**config.mk**
```make
export PLATFORM = sky130hd
export DESIGN_NAME = sbdm_master
export DESIGN_NICKNAME = d
export VERILOG_FILES = /design/src/core/sbdm_pkg.sv /design/src/core/sbdm_master.sv /design/src/core/sbdm_sync.sv /design/src/core/sbdm_fifo.sv
export SDC_FILE = /design/constraint.sdc
export NUM_CORES = 1
export LEC_CHECK = 0
export ABC_CLOCK_PERIOD_IN_PS = 4500
export BUFFER_PORTS_ARGS = -buffer_cell sky130_fd_sc_hd__buf_2
export CORE_ASPECT_RATIO = 0.7
export CORE_MARGIN = 2
export CORE_UTILIZATION = 27
export DETAILED_ROUTE_END_ITERATION = 6
export GPL_TIMING_DRIVEN = 1
export SLEW_MARGIN = 10
export SYNTH_ARGS = -nofsm -noshare
export SYNTH_HDL_FRONTEND = slang
export SYNTH_HIERARCHICAL = 1
export SYNTH_SLANG_ARGS = --single-unit
```
**constraint.sdc**
```tcl
create_clock -name I_CLK -period 4.5 [get_ports I_CLK]
set_clock_uncertainty 0.2 [all_clocks]
set_input_delay 0.225 -clock I_CLK [delete_from_list [all_inputs] [get_ports I_CLK]]
set_output_delay 0.225 -clock I_CLK [all_outputs]
set_load 0.02 [all_outputs]
```
**src/core/sbdm_pkg.sv**
```systemverilog
// Purpose: constants, state type and helpers of the DMA master
// Assumes: 16-bit multiplexed address/data bus, 32-bit DMA address
// Notes: pin levels here are those driven while the bus is idle
package sbdm_pkg;

   // ==========================================================
   // widths and sizes
   localparam int SBDM_AD_W = 16;
   localparam int SBDM_ADDR_W = 32;
   localparam int SBDM_BE_W = 2;
   localparam int SBDM_FIFO_DEPTH = 4;

   // ==========================================================
   // layout of the synchronised pin inputs
   localparam int SBDM_SYNC_W = 20;
   localparam int SBDM_BIT_CLK = 0;
   localparam int SBDM_BIT_ACK = 1;
   localparam int SBDM_BIT_GRANT = 2;
   localparam int SBDM_BIT_CS = 3;
   localparam int SBDM_BIT_DATA = 4;
   localparam logic [SBDM_SYNC_W-1:0] SBDM_SYNC_RESET = 20'h0000e;

   // ==========================================================
   // idle levels of driven pins
   localparam logic SBDM_STROBE_OFF = 1'b1;
   localparam logic SBDM_LATCH_IDLE = 1'b1;
   localparam logic SBDM_DIR_IDLE = 1'b1;
   localparam logic [SBDM_AD_W-1:0] SBDM_AD_RESET = 16'h0000;

   // ==========================================================
   // bus states
   typedef enum logic [3:0] {
      SBDM_S_IDLE,
      SBDM_S_ARB,
      SBDM_S_TS,
      SBDM_S_TX,
      SBDM_S_T1,
      SBDM_S_T2,
      SBDM_S_T3,
      SBDM_S_TW,
      SBDM_S_T4,
      SBDM_S_I1,
      SBDM_S_I2
   } sbdm_state_type;

   // odd parity over one byte
   function automatic logic sbdm_odd_parity(input logic [7:0] b);
      return ~(^b);
   endfunction

endpackage

```
**src/core/sbdm_master.sv**
```systemverilog
// Purpose: system-bus DMA master cycles, ownership and release
// Assumes: bus clock, ack, grant, select and read data arrive on pins
// Notes: bus events follow edges of the synchronised bus clock
`timescale 1ns/1ps
`default_nettype none

module sbdm_master
   import sbdm_pkg::*;
#(
   parameter int FIFO_DEPTH = SBDM_FIFO_DEPTH
) (
   input wire logic I_CLK,
   input wire logic I_RST_N,
   input wire logic I_XFER_VALID,
   input wire logic I_XFER_WRITE,
   input wire logic [SBDM_ADDR_W-1:0] I_XFER_ADDR,
   input wire logic [SBDM_AD_W-1:0] I_XFER_WDATA,
   input wire logic [SBDM_BE_W-1:0] I_XFER_BE,
   output logic O_XFER_TAKEN,
   output logic [SBDM_AD_W-1:0] O_RDATA,
   output logic O_RDATA_VALID,
   input wire logic I_RDATA_READY,
   input wire logic I_SYSTEM_BUS_CLOCK,
   input wire logic [SBDM_AD_W-1:0] I_SYS_ADDR_DATA_LINES,
   output logic [SBDM_AD_W-1:0] O_SYS_ADDR_DATA_LINES,
   output logic O_SYS_ADDR_DATA_LINES_OE,
   output logic O_PARITY_LOW,
   output logic O_PARITY_HIGH,
   output logic O_PARITY_OE,
   output logic O_EXT_ADDR_LATCH_STROBE,
   output logic O_ADDR_LATCH_STROBE,
   output logic O_ADDR_STROBE_N,
   output logic O_UPPER_DATA_STROBE_N,
   output logic O_LOWER_DATA_STROBE_N,
   output logic O_READ_NOT_WRITE,
   output logic O_CTRL_OE,
   output logic O_DATA_BUFFER_ENABLE_N,
   output logic O_DATA_DIRECTION,
   input wire logic I_TRANSFER_ACK_N,
   output logic O_BUS_REQUEST_N,
   input wire logic I_BUS_GRANT_N,
   output logic O_BUS_OWNED_N,
   input wire logic I_SLAVE_CHIP_SELECT_N,
   output logic O_SLAVE_SELECT
);

   // ==========================================================
   // pin synchronisation and bus clock edges
   logic [SBDM_SYNC_W-1:0] pin_level;
   logic bclk_prev;

   sbdm_sync #(
      .WIDTH(SBDM_SYNC_W),
      .RESET_VAL(SBDM_SYNC_RESET)
   ) u_sync (
      .i_clk(I_CLK),
      .i_rst_n(I_RST_N),
      .i_raw({I_SYS_ADDR_DATA_LINES, I_SLAVE_CHIP_SELECT_N, I_BUS_GRANT_N,
              I_TRANSFER_ACK_N, I_SYSTEM_BUS_CLOCK}),
      .o_level(pin_level)
   );

   wire bclk = pin_level[SBDM_BIT_CLK];
   wire ack_n = pin_level[SBDM_BIT_ACK];
   wire grant_n = pin_level[SBDM_BIT_GRANT];
   wire cs_n = pin_level[SBDM_BIT_CS];
   wire [SBDM_AD_W-1:0] din = pin_level[SBDM_BIT_DATA +: SBDM_AD_W];
   wire rise_en = bclk & ~bclk_prev;
   wire fall_en = ~bclk & bclk_prev;

   always_ff @(posedge I_CLK or negedge I_RST_N) begin
      if (!I_RST_N) begin
         bclk_prev <= 1'b0;
      end else begin
         bclk_prev <= bclk;
      end
   end

   // ==========================================================
   // transfer state
   sbdm_state_type state;
   sbdm_state_type next_state;
   logic xfer_write;
   logic [SBDM_ADDR_W-1:0] xfer_addr;
   logic [SBDM_AD_W-1:0] xfer_wdata;
   logic [SBDM_BE_W-1:0] xfer_be;
   logic first_xfer;
   logic ack_seen;
   logic rd_push;
   logic [SBDM_AD_W-1:0] rd_data;
   logic fifo_in_ready;

   wire st_idle = (state == SBDM_S_IDLE);
   wire st_ts = (state == SBDM_S_TS);
   wire st_tx = (state == SBDM_S_TX);
   wire st_t1 = (state == SBDM_S_T1);
   wire st_t2 = (state == SBDM_S_T2);
   wire st_wait = (state == SBDM_S_T3) | (state == SBDM_S_TW);
   wire st_t4 = (state == SBDM_S_T4);
   wire st_i1 = (state == SBDM_S_I1);
   wire st_i2 = (state == SBDM_S_I2);

   // a read is taken only while the FIFO can hold its data
   wire req_ok = I_XFER_VALID & (I_XFER_WRITE | fifo_in_ready);
   wire take = rise_en & (st_idle | st_t4) & req_ok;
   wire rd = ~xfer_write;
   wire wr = xfer_write;

   // ==========================================================
   // edge events within states
   wire ev_ts_fall = fall_en & st_ts;
   wire ev_tx_rise = rise_en & st_ts;
   wire ev_tx_fall = fall_en & st_tx;
   wire ev_t1_rise = rise_en & st_tx;
   wire ev_t2_rise = rise_en & st_t1;
   wire ev_t2_fall = fall_en & st_t2;
   wire ev_t3_rise = rise_en & st_t2;
   wire ev_ack_fall = fall_en & st_wait & ~ack_n & ~ack_seen;
   wire ev_t4_rise = rise_en & st_wait & ack_seen;
   wire ev_t4_fall = fall_en & st_t4;
   wire ev_t4_end = rise_en & st_t4;
   wire ev_i1_fall = fall_en & st_i1;
   wire ev_i2_fall = fall_en & st_i2;

   always_comb begin
      next_state = state;
      if (rise_en) begin
         unique case (state)
            SBDM_S_IDLE: if (take) next_state = SBDM_S_ARB;
            SBDM_S_ARB: if (!grant_n) next_state = SBDM_S_TS;
            SBDM_S_TS: next_state = SBDM_S_TX;
            SBDM_S_TX: next_state = SBDM_S_T1;
            SBDM_S_T1: next_state = SBDM_S_T2;
            SBDM_S_T2: next_state = SBDM_S_T3;
            SBDM_S_T3: next_state = ack_seen ? SBDM_S_T4 : SBDM_S_TW;
            SBDM_S_TW: next_state = ack_seen ? SBDM_S_T4 : SBDM_S_TW;
            SBDM_S_T4: next_state = take ? SBDM_S_TS : SBDM_S_I1;
            SBDM_S_I1: next_state = SBDM_S_I2;
            SBDM_S_I2: next_state = SBDM_S_IDLE;
         endcase
      end
   end

   always_ff @(posedge I_CLK or negedge I_RST_N) begin
      if (!I_RST_N) begin
         state <= SBDM_S_IDLE;
      end else begin
         state <= next_state;
      end
   end

   always_ff @(posedge I_CLK or negedge I_RST_N) begin
      if (!I_RST_N) begin
         xfer_write <= 1'b0;
         xfer_addr <= '0;
         xfer_wdata <= '0;
         xfer_be <= '0;
         O_XFER_TAKEN <= 1'b0;
      end else begin
         O_XFER_TAKEN <= take;
         if (take) begin
            xfer_write <= I_XFER_WRITE;
            xfer_addr <= I_XFER_ADDR;
            xfer_wdata <= I_XFER_WDATA;
            xfer_be <= I_XFER_BE;
         end
      end
   end

   always_ff @(posedge I_CLK or negedge I_RST_N) begin
      if (!I_RST_N) begin
         ack_seen <= 1'b0;
      end else if (ev_ack_fall) begin
         ack_seen <= 1'b1;
      end else if (ev_t4_end) begin
         ack_seen <= 1'b0;
      end
   end

   // ==========================================================
   // read data capture and FIFO
   // capture at falling edge
   always_ff @(posedge I_CLK or negedge I_RST_N) begin
      if (!I_RST_N) begin
         rd_push <= 1'b0;
         rd_data <= '0;
      end else begin
         rd_push <= ev_ack_fall & rd;
         if (ev_ack_fall && rd) begin
            rd_data <= din;
         end
      end
   end

   sbdm_fifo #(
      .WIDTH(SBDM_AD_W),
      .DEPTH(FIFO_DEPTH)
   ) u_fifo (
      .i_clk(I_CLK),
      .i_rst_n(I_RST_N),
      .i_in_valid(rd_push),
      .o_in_ready(fifo_in_ready),
      .i_in_data(rd_data),
      .o_out_valid(O_RDATA_VALID),
      .i_out_ready(I_RDATA_READY),
      .o_out_data(O_RDATA)
   );

   // ==========================================================
   // arbitration and ownership
   always_ff @(posedge I_CLK or negedge I_RST_N) begin
      if (!I_RST_N) begin
         O_BUS_REQUEST_N <= SBDM_STROBE_OFF;
         first_xfer <= 1'b0;
      end else if (take && st_idle) begin
         O_BUS_REQUEST_N <= ~SBDM_STROBE_OFF;
         first_xfer <= 1'b1;
      end else if (ev_t2_rise && first_xfer) begin
         O_BUS_REQUEST_N <= SBDM_STROBE_OFF;
         first_xfer <= 1'b0;
      end
   end

   // ownership and direction from falling TS to falling I2
   always_ff @(posedge I_CLK or negedge I_RST_N) begin
      if (!I_RST_N) begin
         O_BUS_OWNED_N <= SBDM_STROBE_OFF;
         O_DATA_DIRECTION <= SBDM_DIR_IDLE;
      end else if (ev_ts_fall) begin
         O_BUS_OWNED_N <= ~SBDM_STROBE_OFF;
         O_DATA_DIRECTION <= xfer_write;
      end else if (ev_i2_fall) begin
         O_BUS_OWNED_N <= SBDM_STROBE_OFF;
         O_DATA_DIRECTION <= SBDM_DIR_IDLE;
      end
   end

   always_ff @(posedge I_CLK or negedge I_RST_N) begin
      if (!I_RST_N) begin
         O_SLAVE_SELECT <= 1'b0;
      end else begin
         O_SLAVE_SELECT <= ~cs_n & O_BUS_OWNED_N;
      end
   end

   // ==========================================================
   // address/data lines and parity
   always_ff @(posedge I_CLK or negedge I_RST_N) begin
      if (!I_RST_N) begin
         O_SYS_ADDR_DATA_LINES <= SBDM_AD_RESET;
         O_SYS_ADDR_DATA_LINES_OE <= 1'b0;
      end else if (ev_ts_fall) begin
         O_SYS_ADDR_DATA_LINES <= xfer_addr[SBDM_ADDR_W-1 -: SBDM_AD_W];
         O_SYS_ADDR_DATA_LINES_OE <= 1'b1;
      end else if (ev_tx_fall) begin
         // low address ahead of address strobe
         O_SYS_ADDR_DATA_LINES <= xfer_addr[SBDM_AD_W-1:0];
      end else if (ev_t2_fall) begin
         // float on reads, drive data on writes
         O_SYS_ADDR_DATA_LINES <= xfer_wdata;
         O_SYS_ADDR_DATA_LINES_OE <= wr;
      end else if (ev_i1_fall) begin
         O_SYS_ADDR_DATA_LINES_OE <= 1'b0;
      end
   end

   always_ff @(posedge I_CLK or negedge I_RST_N) begin
      if (!I_RST_N) begin
         O_PARITY_LOW <= 1'b0;
         O_PARITY_HIGH <= 1'b0;
         O_PARITY_OE <= 1'b0;
      end else if (ev_t2_fall) begin
         O_PARITY_LOW <= sbdm_odd_parity(xfer_wdata[7:0]);
         O_PARITY_HIGH <= sbdm_odd_parity(xfer_wdata[15:8]);
         O_PARITY_OE <= wr;
      end else if (ev_i1_fall) begin
         O_PARITY_OE <= 1'b0;
      end
   end

   // ==========================================================
   // address latch strobes
   // low from own state until cycle end
   always_ff @(posedge I_CLK or negedge I_RST_N) begin
      if (!I_RST_N) begin
         O_EXT_ADDR_LATCH_STROBE <= SBDM_LATCH_IDLE;
         O_ADDR_LATCH_STROBE <= SBDM_LATCH_IDLE;
      end else begin
         if (ev_tx_rise) begin
            O_EXT_ADDR_LATCH_STROBE <= ~SBDM_LATCH_IDLE;
         end else if (ev_t4_end) begin
            O_EXT_ADDR_LATCH_STROBE <= SBDM_LATCH_IDLE;
         end
         if (ev_t1_rise) begin
            O_ADDR_LATCH_STROBE <= ~SBDM_LATCH_IDLE;
         end else if (ev_t4_end) begin
            O_ADDR_LATCH_STROBE <= SBDM_LATCH_IDLE;
         end
      end
   end

   // ==========================================================
   // address and data strobes
   wire strobe_on_rd = ev_t2_rise & rd;
   wire strobe_on_wr = ev_t3_rise & wr;
   // write strobes end at the acknowledge edge, read strobes at falling T4
   wire strobe_off = (ev_ack_fall & wr) | (ev_t4_fall & rd);

   always_ff @(posedge I_CLK or negedge I_RST_N) begin
      if (!I_RST_N) begin
         O_ADDR_STROBE_N <= SBDM_STROBE_OFF;
      end else if (ev_t1_rise) begin
         O_ADDR_STROBE_N <= ~SBDM_STROBE_OFF;
      end else if (strobe_off) begin
         O_ADDR_STROBE_N <= SBDM_STROBE_OFF;
      end
   end

   always_ff @(posedge I_CLK or negedge I_RST_N) begin
      if (!I_RST_N) begin
         O_UPPER_DATA_STROBE_N <= SBDM_STROBE_OFF;
         O_LOWER_DATA_STROBE_N <= SBDM_STROBE_OFF;
      end else if (strobe_on_rd || strobe_on_wr) begin
         O_UPPER_DATA_STROBE_N <= ~xfer_be[1];
         O_LOWER_DATA_STROBE_N <= ~xfer_be[0];
      end else if (strobe_off) begin
         O_UPPER_DATA_STROBE_N <= SBDM_STROBE_OFF;
         O_LOWER_DATA_STROBE_N <= SBDM_STROBE_OFF;
      end
   end

   always_ff @(posedge I_CLK or negedge I_RST_N) begin
      if (!I_RST_N) begin
         O_CTRL_OE <= 1'b0;
         O_READ_NOT_WRITE <= 1'b1;
      end else if (ev_ts_fall) begin
         O_CTRL_OE <= 1'b1;
         O_READ_NOT_WRITE <= rd;
      end else if (ev_i1_fall) begin
         O_CTRL_OE <= 1'b0;
      end
   end

   // ==========================================================
   // data buffer enable
   always_ff @(posedge I_CLK or negedge I_RST_N) begin
      if (!I_RST_N) begin
         O_DATA_BUFFER_ENABLE_N <= SBDM_STROBE_OFF;
      end else if ((ev_t1_rise && wr) || (ev_t2_rise && rd)) begin
         // write at T1, read at T2
         O_DATA_BUFFER_ENABLE_N <= ~SBDM_STROBE_OFF;
      end else if ((ev_t4_rise && wr) || (ev_t4_fall && rd)) begin
         // write after strobes, read at falling T4
         O_DATA_BUFFER_ENABLE_N <= SBDM_STROBE_OFF;
      end
   end

endmodule // sbdm_master
`default_nettype wire

```
**src/core/sbdm_sync.sv**
```systemverilog
// Purpose: three-stage pin synchroniser with agreement filter
// Assumes: inputs are asynchronous to i_clk
// Notes: a bit changes once stages two and three agree
`timescale 1ns/1ps
`default_nettype none
module sbdm_sync #(
   parameter int WIDTH = 1,
   parameter logic [WIDTH-1:0] RESET_VAL = '0
) (
   input wire logic i_clk,
   input wire logic i_rst_n,
   input wire logic [WIDTH-1:0] i_raw,
   output logic [WIDTH-1:0] o_level
);

   logic [WIDTH-1:0] stage1;
   logic [WIDTH-1:0] stage2;
   logic [WIDTH-1:0] stage3;
   wire [WIDTH-1:0] next_level = (stage2 & stage3) | (o_level & (stage2 ^ stage3));

   always_ff @(posedge i_clk or negedge i_rst_n) begin
      if (!i_rst_n) begin
         stage1 <= RESET_VAL;
         stage2 <= RESET_VAL;
         stage3 <= RESET_VAL;
         o_level <= RESET_VAL;
      end else begin
         stage1 <= i_raw;
         stage2 <= stage1;
         stage3 <= stage2;
         o_level <= next_level;
      end
   end

endmodule // sbdm_sync
`default_nettype wire

```
**src/core/sbdm_fifo.sv**
```systemverilog
// Purpose: small flip-flop FIFO with valid/ready on both sides
// Assumes: DEPTH is a power of two
// Notes: full and empty from an occupancy count
`timescale 1ns/1ps
`default_nettype none
module sbdm_fifo #(
   parameter int WIDTH = 16,
   parameter int DEPTH = 4
) (
   input wire logic i_clk,
   input wire logic i_rst_n,
   input wire logic i_in_valid,
   output logic o_in_ready,
   input wire logic [WIDTH-1:0] i_in_data,
   output logic o_out_valid,
   input wire logic i_out_ready,
   output logic [WIDTH-1:0] o_out_data
);

   localparam int PTR_W = (DEPTH > 1) ? $clog2(DEPTH) : 1;
   localparam int CNT_W = $clog2(DEPTH + 1);
   localparam logic [CNT_W-1:0] FULL_COUNT = CNT_W'(DEPTH);

   logic [WIDTH-1:0] mem [DEPTH];
   logic [PTR_W-1:0] wr_ptr;
   logic [PTR_W-1:0] rd_ptr;
   logic [CNT_W-1:0] count;

   wire do_push = i_in_valid & o_in_ready;
   wire do_pop = o_out_valid & i_out_ready;

   assign o_in_ready = (count != FULL_COUNT);
   assign o_out_valid = (count != '0);
   assign o_out_data = mem[rd_ptr];

   always_ff @(posedge i_clk) begin
      if (do_push) begin
         mem[wr_ptr] <= i_in_data;
      end
   end

   always_ff @(posedge i_clk or negedge i_rst_n) begin
      if (!i_rst_n) begin
         wr_ptr <= '0;
         rd_ptr <= '0;
         count <= '0;
      end else begin
         if (do_push) begin
            wr_ptr <= wr_ptr + PTR_W'(1);
         end
         if (do_pop) begin
            rd_ptr <= rd_ptr + PTR_W'(1);
         end
         if (do_push && !do_pop) begin
            count <= count + CNT_W'(1);
         end else if (do_pop && !do_push) begin
            count <= count - CNT_W'(1);
         end
      end
   end

endmodule // sbdm_fifo
`default_nettype wire

```
# --- After elaboration in Yosys (flattened, before gate mapping) ---
# Memories as Yosys holds them, arrays and structs flattened.
# Cells that the tools add are included.
totals:
  register_bits: 195
  mem_bits_rw: 64
  in_bits: 75
  out_inout_bits: 50
  word_cells: 170
  memories: 1
classes:
  addsub: 4
  n_eq_ne: 14
  mux: 35
  bitwise_logic: 47
  n_reduce_logical: 34
memory_table:
  columns: ["name", "words", "width", "read_ports", "rd_clocked_by_memory_dff", "write_ports", "line_no", "text"]
  rows:
  - ["u_fifo.mem", 4, 16, 1, 0, 1, "sbdm_fifo.sv:24", "logic [WIDTH-1:0] mem [DEPTH];"]
ops:
  columns: ["op", "n"]
  rows:
  - ["$mux 16", 3]
  - ["$and 20x20->20", 2]
  - ["$pmux 4 s10", 1]
  - ["$and 1x1->1", 29]
  - ["$mux 1", 25]
  - ["$reduce_bool 2->1", 11]
  - ["$or 20x20->20", 1]
  - ["$xor 20x20->20", 1]
  - ["$eq 4x3->1 const B", 4]
  - ["$mux 4", 4]
  - ["$reduce_xor 8->1", 2]
  - ["$eq 4x4->1 const B", 3]
  - ["$not 1->1", 10]
  - ["$logic_and 1x1->1", 9]
  - ["$reduce_bool 3->1", 3]
  - ["$eq 4x2->1 const B", 2]
  - ["$mux 3", 2]
  - ["$add 2x1->2 const B", 2]
  - ["$eq 4x1->1 const B", 1]
  - ["$logic_not 4->1", 1]
  - ["$ne 2x2->1 const B", 2]
  - ["$or 1x1->1", 4]
  - ["$add 3x1->3 const B", 1]
  - ["$logic_or 1x1->1", 3]
  - ["7 further kinds", 8]

# --- Depth between registers and ports, before layout ---
# Gate-level depths: netlist (run 1).
depth:
  word_depth: 9
  ltp_mapped: 8
  depth_no_buf: 8

# --- Modules after synthesis ---
# Netlist (run 1), hierarchy kept.
by_module_without_submodules:
  columns: ["mod", "instances", "cells_each", "area_per_inst_um2", "seq_area_each_um2"]
  rows:
  - ["sbdm_master", 1, 406, 4931.0, 2715.1]
  - ["sbdm_fifo", 1, 119, 2760.1, 2097.0]
  - ["sbdm_sync", 1, 120, 2417.3, 2016.9]

# --- Least setup slack after synthesis (run 1) ---
# No wires, ideal clock.
synth_timing:
  path_kind: "register to register"
  start: "register u_fifo.count[1]"
  end: "register u_fifo.count[2]"
  setup_time_ns: 0.079
  t_arrival_ns: 2.008
  t_required_ns: 4.221
  path_slack_ns: 2.213
  path_stages_with_launch: 9
  n_path_buf: 0
  period_less_slack_ns: 2.287
  path_cell_list: "dfrtp_1 > or3_1 > nand2_1 > ha_1 > inv_1 > fa_1 > xor2_1 > nor2_1 > xor2_1"
synth_via:
  elab_chain_len: 5
  elab_cells_between_ends: 13
synth_rtl:
  columns: ["element", "line_no", "text"]
  rows:
  - ["start: declaration", "sbdm_fifo.sv:27", "logic [CNT_W-1:0] count;"]
  - ["start signal: assignment", "sbdm_fifo.sv:55", "count <= count + CNT_W'(1);"]
  - ["start signal: assignment", "sbdm_fifo.sv:57", "count <= count - CNT_W'(1);"]
  - ["$reduce_bool 3->1 *", "sbdm_fifo.sv:33", "assign o_out_valid = (count != '0);"]
  - ["via O_RDATA_VALID", "sbdm_master.sv:21", "output logic O_RDATA_VALID,"]
  - ["$and 1x1->1 *", "sbdm_fifo.sv:30", "wire do_pop = o_out_valid & i_out_ready;"]
  - ["$logic_not 1->1", "sbdm_fifo.sv:54", "if (do_push && !do_pop) begin"]
  - ["$logic_and 1x1->1", "sbdm_fifo.sv:54", null]
  - ["$mux 3 or $reduce_bool 2->1 (tied branches)", null, null]
# Mark *: on every way through the listed nets, which the timed path passes. The rest lies on a longest branch. The select of a mux whose other input is x is not followed.
# A chain may end at the register's enable or synchronous reset.

# --- Final worst setup path (run 1) ---
layout_timing:
  start: "register state[2]"
  end: "register xfer_addr[9]"
layout_via:
  elab_chain_len: 4
  elab_cells_between_ends: 5
layout_rtl:
  columns: ["element", "line_no", "text"]
  rows:
  - ["start: declaration", "sbdm_master.sv:81", "sbdm_state_type state;"]
  - ["start signal: assignment", "sbdm_master.sv:148", "state <= next_state;"]
  - ["$eq 4x4->1 or $logic_not 4->1 (tied branches)", "sbdm_master.sv:99, sbdm_master.sv:93", null]
  - ["$or 1x1->1 *", "sbdm_master.sv:105", "wire take = rise_en & (st_idle | st_t4) & req_ok;"]
  - ["$and 1x1->1 * (2 in series)", "sbdm_master.sv:105", null]
  - ["end signal: assignment", "sbdm_master.sv:155", "xfer_addr <= '0;"]
  - ["end signal: assignment", "sbdm_master.sv:163", "xfer_addr <= I_XFER_ADDR;"]
  - ["end: declaration", "sbdm_master.sv:84", "logic [SBDM_ADDR_W-1:0] xfer_addr;"]
# Every way passes the cells marked *; elsewhere a longest branch is shown, timed or not.

==> results.txt, run 1 <==
----------------------------------------------------
[CTS]
  Number of hold buffers added after cts ... 74
  # resized after CTS ... 0
  CTS tree ... yes
  Count of clock tree sinks ... 259
  Clock-pin slew on the worst setup and hold paths ... 0.06 ns
  Number of H-tree levels ... 1
  Cell at the root of the clock tree ... clkbuf_16
  Buffer count from post-CTS setup fixing ... 0
  Clk_lat worst skew ... 0.54 ns
  Buffer levels on the longest clock path ... 3
  Number of buffers created by CTS ... 27

[Placement]
  Number of buffers added on ports ... 124
  Placed cell area ... 11,200 µm²
  Global placement routability congestion ... 0.771
  Worst setup timing slack at the placement stage ... 1.44 ns
  HPWL Detailed ... 13.5 mm

[Power and ir drop]
  Pwr Density ... 553 nW/µm²
  Part of the total power dissipated in combinational logic ... 0.215
  Reported leakage power ... 0.00557 µW
  Power share of the clock group ... 0.309
  Total internal power ... 4940 µW
  Peak ir drop on the vdd network ... 0.223 mV
  Switch Pwr ... 2160 µW
  Sw Ratio ... 0.305
  Sequential share of power ... 0.476

[Route]
  Total number of vias ... 5,815
  Final ANT Viol Nets ... 0
  Post-detailed-route via-to-cell ratio ... 4.29
  Iteration-0 DRC count of the detailed router ... 319
  DRC violation count after routing ... 0
  Total wire length ... 20.9 mm
  Number of detailed-route iterations in the first pass ... 4
  Detail-routed net length per standard cell ... 15.4 µm

[Synthesis]
  Dominant cells by area after synthesis ... dfrtp_1 (43%), edfxtp_1 (19%), mux2_2 (8.0%)
  Post-Synthesis Cell Area ... 10,100 µm²
  Post-synthesis compound-gate area fraction ... 0.0703
  Synth top area share ... 0.428
  Share of synthesized area occupied by flip-flops and latches ... 0.676
  Flip-flop and latch count after synthesis ... 259
  Combinational family with the most area after synthesis ... multiplexers
  Xor-xnor portion of the synthesized cell area ... 0.0182
  Count of yosys warnings during synthesis ... 6
  Synth cell types ... 58
  Synthesized instance count ... 645
  Synth Area in Adders ... 0.0329
  Ys async rst share ... 0.753
  Post-synth EDFFs ... 64
  Main flop type after synthesis ... dfrtp_1
  Post-synthesis area per instance ... 15.7 µm²
  Syn Nets ... 746
  Library cell occupying the most area in the post-synthesis netlist ... dfrtp_1
  Proportion of synthesized area in mux cells ... 0.119
  Synthesized-area fraction occupied by and/or/nand/nor cells ... 0.0649

[Critical path]
  Worst-case register-to-register setup slack ... 1.47 ns
  Critical Path End Type ... flop
  Worst R2R End ... xfer_addr[9]
  Slowest cell delay on critical path ... 0.72 ns
  Slowest CP cell ... dfrtp_1
  WS Path Type ... flop to flop
  Bufs and invs on worst path ... 1
  Cells traversed along the worst timing path ... nor3b_2 > nand3_2 > buf_4 > mux2_2
  Cell family with most CP delay ... simple AND/OR/NAND/NOR gates
  Kind of launch point of the worst setup path ... flop
  Worst-case reg-to-reg path depth ... 4
  Reg2reg start ... state[2]
  Required time worst endpoint ... 4.71 ns
  Maximum fanout count along the critical path ... 33
  Data arrival time of the critical path ... 3.24 ns

[GRT]
  Pin count of the biggest net entering global routing ... 105
  Wire length of the first global-routing pass ... 33.9 mm
  Initial antenna violation count ... 0
  Number of global-route vias before repair ... 5,989
  Sum of overflow across all layers after global routing ... 0
  All-Layer GR Usage ... 0.108

[STA]
  Actual transition at the worst max-transition pin ... 1.13 ns
  Setup violations, final ... 0
  Setup repair after global routing missed its margin ... false
  Period utilisation layout ... 0.673
  Count of endpoints failing hold in the final timing report ... 0
  Setup TNS ... 0 ns
  Final worst-path setup slack ... 1.47 ns
  Worst max-slew margin expressed relative to the limit ... 0.244
  Highest clock rate ... 0.330 GHz
  Min Tclk post-route ... 3.03 ns
  Number of max-slew violations in the final report ... 0

[Outcome]
  Result of the run ... finished clean

[Floorplan]
  Die Y ... 166 µm
  Die footprint ... 39,000 µm²
  Die Width ... 235 µm
  Core area ... 37,100 µm²
  Starting density of the core ... 0.273
  Number of placement rows ... 59
  Count of boundary I/O pins ... 125

[Run]
  Total of max-cap violations ... 0

[Cells and area]
  Layout overhead on the synthesized area ... 27.1%
  Cell area after layout ... 12,800 µm²
  Layout cell share with drive strength beyond 1 ... 0.329
  Final Net Count ... 949
  Antenna cell count ... 0
  Most common cell after layout, fill and taps aside ... dfrtp_1
  Highest-count cells in the layout ignoring fill and taps ... dfrtp_1 (172), buf_2 (123), dlygate4sd3_1 (74)
  Filler cells ... 3,594
  Layout Utilization ... 0.347

[Hold path]
  Hold Crit Class ... input port to async pin

----------------------------------------------------
final cells by class:
| class | instances | area (µm²) | area share |
|---|---|---|---|
| Sequential cell | 259 | 6830 | 0.532 |
| Multi-Input combinational cell | 349 | 3080 | 0.240 |
| Timing Repair Buffer | 204 | 1420 | 0.110 |
| Clock buffer | 39 | 752 | 0.0585 |
| Tap cell | 488 | 611 | 0.0475 |
| Clock inverter | 11 | 126 | 0.00984 |
| Inverter | 7 | 26.3 | 0.00205 |
cells in the mapped netlist (2+ instances only):
master	number
a21oi_1	6
o31ai_1	18
nor4_1	2
and2_1	5
dfstp_2	22
xnor2_1	18
mux4_2	8
a31oi_1	5
o32a_1	2
a211oi_2	9
nand3b_1	3
nor2b_1	21
buf_6	2
nor3_1	5
clkbuf_1	10
o21ai_0	13
or3_1	4
a211oi_1	7
inv_1	7
nor2_1	27
a22oi_1	4
mux4_1	8
buf_4	2
ha_1	25
nand2_1	34
mux2_2	72
edfxtp_1	64
dfrtp_1	173
a21o_1	21
buf_2	14
nand3_1	2
xor2_1	3
nand2b_1	4
sequential cells by signal, summed over array words and instances, names as in the netlist, 2 cells and up:
register               flops
u_fifo/mem                64
xfer_addr                 32
u_sync/o_level            20
u_sync/stage1             20
u_sync/stage2             20
u_sync/stage3             20
O_SYS_ADDR_DATA_LINES     16
rd_data                   16
xfer_wdata                16
state                      4
u_fifo/count               3
u_fifo/rd_ptr              2
u_fifo/wr_ptr              2
xfer_be                    2
cell families (layout without fill, tap and decap cells):
logic type,Yosys count,count (layout)
mux,88,88
fa+ha+maj,26,26
compound gates,94,94
buf+inv,37,261
flops,259,259
simple gates,120,120
xor+xnor,21,21
routing by layer:
layer | track usage | wire length (µm) | up-vias
li1 | - | - | 2767
met1 | 0.150 | 9860 | 2904
met3 | 0.0234 | 930 | 32
met2 | 0.171 | 9640 | 112
met4 | 0.0302 | 482 | 0
met5 | 0 | 0 | -
metrics by stage:
step | std cells | total power, µW | hold slack [ns]
after CTS | 1357 | 7250 | 0.0811
after floorplan | 645 | 4430 | -0.271
after detailed placement | 1233 | 4940 | 0.134
after global routing | 1357 | 7530 | 0.0970
final | 1357 | 7110 | 0.123
after global placement | 1233 | 4890 | 0.132
power groups by stage:
stage,Combinational (µW),Sequential [µW],Clock (µW)
floorplan,1200,3230,0
global placement,1480,3420,0
detailed placement,1500,3440,0
CTS,1560,3400,2290
global route,1670,3470,2380
finish,1530,3390,2190
how the worst max path moves through the flow:
stage | from | endpoint | slack [ns] | depth (start not counted)
CTS | u_fifo/rd_ptr[0] | O_RDATA[2] | 1.42 | 2
global placement | state[2] | xfer_addr[28] | 1.47 | 4
finish | state[2] | xfer_addr[9] | 1.47 | 4
floorplan | u_fifo/count[1] | u_fifo/count[2] | 2.21 | 8
detailed placement | state[2] | xfer_addr[9] | 1.44 | 4
global route | state[2] | xfer_addr[9] | 1.15 | 4
No activity file was read; power rests on OpenSTA's default activity.
==> inputs of run 2 (changes only) <==
--- a/config.mk
+++ b/config.mk
@@ -5,7 +5,7 @@
 export SDC_FILE = /design/constraint.sdc
 export NUM_CORES = 1
 export LEC_CHECK = 0
-export ABC_CLOCK_PERIOD_IN_PS = 4500
+export ABC_CLOCK_PERIOD_IN_PS = 2700
 export BUFFER_PORTS_ARGS = -buffer_cell sky130_fd_sc_hd__buf_2
 export CORE_ASPECT_RATIO = 0.7
 export CORE_MARGIN = 2
==> constraint.sdc (replaced) <==
create_clock -name I_CLK -period 2.7 [get_ports I_CLK]
set_clock_uncertainty 0.2 [all_clocks]
set_input_delay 0.135 -clock I_CLK [delete_from_list [all_inputs] [get_ports I_CLK]]
set_output_delay 0.135 -clock I_CLK [all_outputs]
set_load 0.02 [all_outputs]
==> run 2 against run 1 <==
Critical path depth shrank 2; critical endpoint is now O_RDATA[4]; sequential cell count did not move; combinational power increased by 87%; largest power group unchanged; highest routed layer unchanged.
==> results.txt, run 2 (synthesis results as in run 1) <==
----------------------------------------------------
[Outcome]
  Result of the run ... finished clean

[STA]
  Highest clock rate ... 0.418 GHz
  Period utilisation layout ... 0.886
  Setup repair after global routing missed its margin ... false
  Number of max-slew violations in the final report ... 0 (unchanged)
  Actual transition at the worst max-transition pin ... 0.839 ns (-0.295 ns)
  Min Tclk post-route ... 2.39 ns
  Setup violations, final ... 0 (unchanged)
  Worst max-slew margin expressed relative to the limit ... 0.440 (+0.197)
  Setup TNS ... 0 ns (unchanged)
  Count of endpoints failing hold in the final timing report ... 0 (unchanged)

[Power and ir drop]
  Reported leakage power ... 0.00570 µW (+2.2%)
  Peak ir drop on the vdd network ... 0.356 mV (+60%)
  Pwr Density ... 919 nW/µm² (+66%)

[CTS]
  Buffer levels on the longest clock path ... 3 (unchanged)
  Clock-pin slew on the worst setup and hold paths ... 0.06 ns (about the same)
  CTS tree ... yes
  Number of H-tree levels ... 1 (unchanged)
  Buffer count from post-CTS setup fixing ... 0 (unchanged)
  Cell at the root of the clock tree ... clkbuf_16
  Number of buffers created by CTS ... 28 (+3.7%)
  Clk_lat worst skew ... 0.54 ns (about the same)
  Count of clock tree sinks ... 259 (unchanged)

[Critical path]
  Maximum fanout count along the critical path ... 17 (-48%)
  Worst-case reg-to-reg path depth ... 8 (+4)
  Critical Path End Type ... primary output
  Kind of launch point of the worst setup path ... flop
  Required time worst endpoint ... 2.37 ns (-2.34 ns)
  WS Path Type ... flop to primary output
  Data arrival time of the critical path ... 2.06 ns (-1.18 ns)

[Cells and area]
  Biggest register ... u_fifo/mem
  Final Net Count ... 967 (+1.9%)
  Antenna cell count ... 0 (unchanged)
  Layout overhead on the synthesized area ... 29.1%
  Largest register FFs ... 64 (unchanged)
  Layout Utilization ... 0.352 (+0.00560)
  Layout cell share with drive strength beyond 1 ... 0.346 (+0.0166)
  Most common cell after layout, fill and taps aside ... dfrtp_1
  Largest registers ... u_fifo/mem: 64 flops, xfer_addr: 32 flops
  Highest-count cells in the layout ignoring fill and taps ... dfrtp_1 (172), buf_2 (123), dlygate4sd3_1 (75)

[GRT]
  Sum of overflow across all layers after global routing ... 0 (unchanged)
  Pin count of the biggest net entering global routing ... 52 (-50%)
  Wire length of the first global-routing pass ... 35.4 mm (+4.5%)
  All-Layer GR Usage ... 0.113 (+0.00497)
  Initial antenna violation count ... 0 (unchanged)
  Number of global-route vias before repair ... 6,291 (+5.0%)

[Placement]
  HPWL Detailed ... 14.0 mm (+3.4%)
  Global placement routability congestion ... 0.776 (+0.64%)
  Number of buffers added on ports ... 124 (unchanged)

[Route]
  Total wire length ... 21.5 mm (+2.9%)
  Post-detailed-route via-to-cell ratio ... 4.31 (+0.64%)
  Number of detailed-route iterations in the first pass ... 4 (unchanged)
  Detail-routed net length per standard cell ... 15.6 µm (+1.5%)
  Final ANT Viol Nets ... 0 (unchanged)
  Iteration-0 DRC count of the detailed router ... 279 (-13%)
  DRC violation count after routing ... 0 (unchanged)
  Total number of vias ... 5,934 (+2.0%)

[Floorplan]
  Number of placement rows ... 59 (unchanged)
  Core area ... 37,100 µm² (unchanged)
  Die Width ... 235 µm (unchanged)
  Starting density of the core ... 0.273 (unchanged)
  Die footprint ... 39,000 µm² (unchanged)
  Count of boundary I/O pins ... 125 (unchanged)
  Die Y ... 166 µm (unchanged)

[Hold path]
  Hold Crit Depth ... 2
  Hold Crit Class ... input port to flop

[Run]
  Total of max-cap violations ... 0 (unchanged)

----------------------------------------------------
==> run 2: cell count changes in the layout (fill, tap and decap cells not counted), moves of 2 or more <==
cell,before,now
buf_12,0,3
buf_4,6,18
clkbuf_8,2,5
clkinv_1,3,1
clkinv_2,2,5
==> run 2: layout make-up <==
cell class                 count  area [µm²]
clock inverter                10        83.8
inverter                       7        26.3
tap                          488         611
sequential                   259        6830
fill                        3610       24000
timing repair buffer         221        1600
multi-input combinational    349        3080
clock buffer                  42         815
==> run 2: power by group <==
group / internal (µW) / total [µW] / switching (µW)
logic: 1360 / 2860 / 1500
registers: 4800 / 5430 / 631
clock network: 2180 / 3700 / 1520
total: 8340 / 12000 / 3650
==> run 2: per-layer routing <==
metal	wire length (µm)	track usage	up-vias
li1	-	-	2804
met1	10000	0.156	2970
met2	9870	0.176	117
met3	981	0.0259	43
met4	622	0.0377	0
met5	0	0	-
==> run 2: worst paths after layout <==
| kind | from | endpoint | slack (ns) |
|---|---|---|---|
| max | u_fifo/rd_ptr[1] | O_RDATA[4] | 0.31 |
| max reg2reg | u_fifo/count[1] | u_fifo/count[2] | 0.41 |
| min | I_SYS_ADDR_DATA_LINES[13] | u_sync/stage1[17] | 0.03 |
| min reg2reg | u_sync/stage1[19] | u_sync/stage2[19] | 0.15 |
| max in group asynchronous | I_RST_N | u_sync/stage1[1] | 1.86 |
| min in group asynchronous | I_RST_N | O_ADDR_STROBE_N | 0.07 |
==> run 2: worst max-delay path, cell delays in order, from the launching register on <==
cell,delay (ns)
dfrtp_1,0.89
mux4_2,0.44
buf_2,0.18
==> run 2: stage by stage <==
stage	setup slack (ns)	hold WS [ns]	instance area, µm²	power (µW)	instances
4_1_cts	0.218	0.00104	13100	12200	1376
3_3_place_gp	0.447	-0.0375	11400	8250	1248
2_1_floorplan	0.413	-0.361	10100	7380	645
3_5_place_dp	0.416	-0.0337	11400	8330	1248
6_report	0.308	0.0302	13100	12000	1376
5_1_grt	0.206	0.00548	13100	12700	1376
==> run 2: timing repair <==
action,4_1_cts,5_1_grt
endpoints found under the hold margin,261,0
gates resized for setup,0,0
hold buffers,76,0
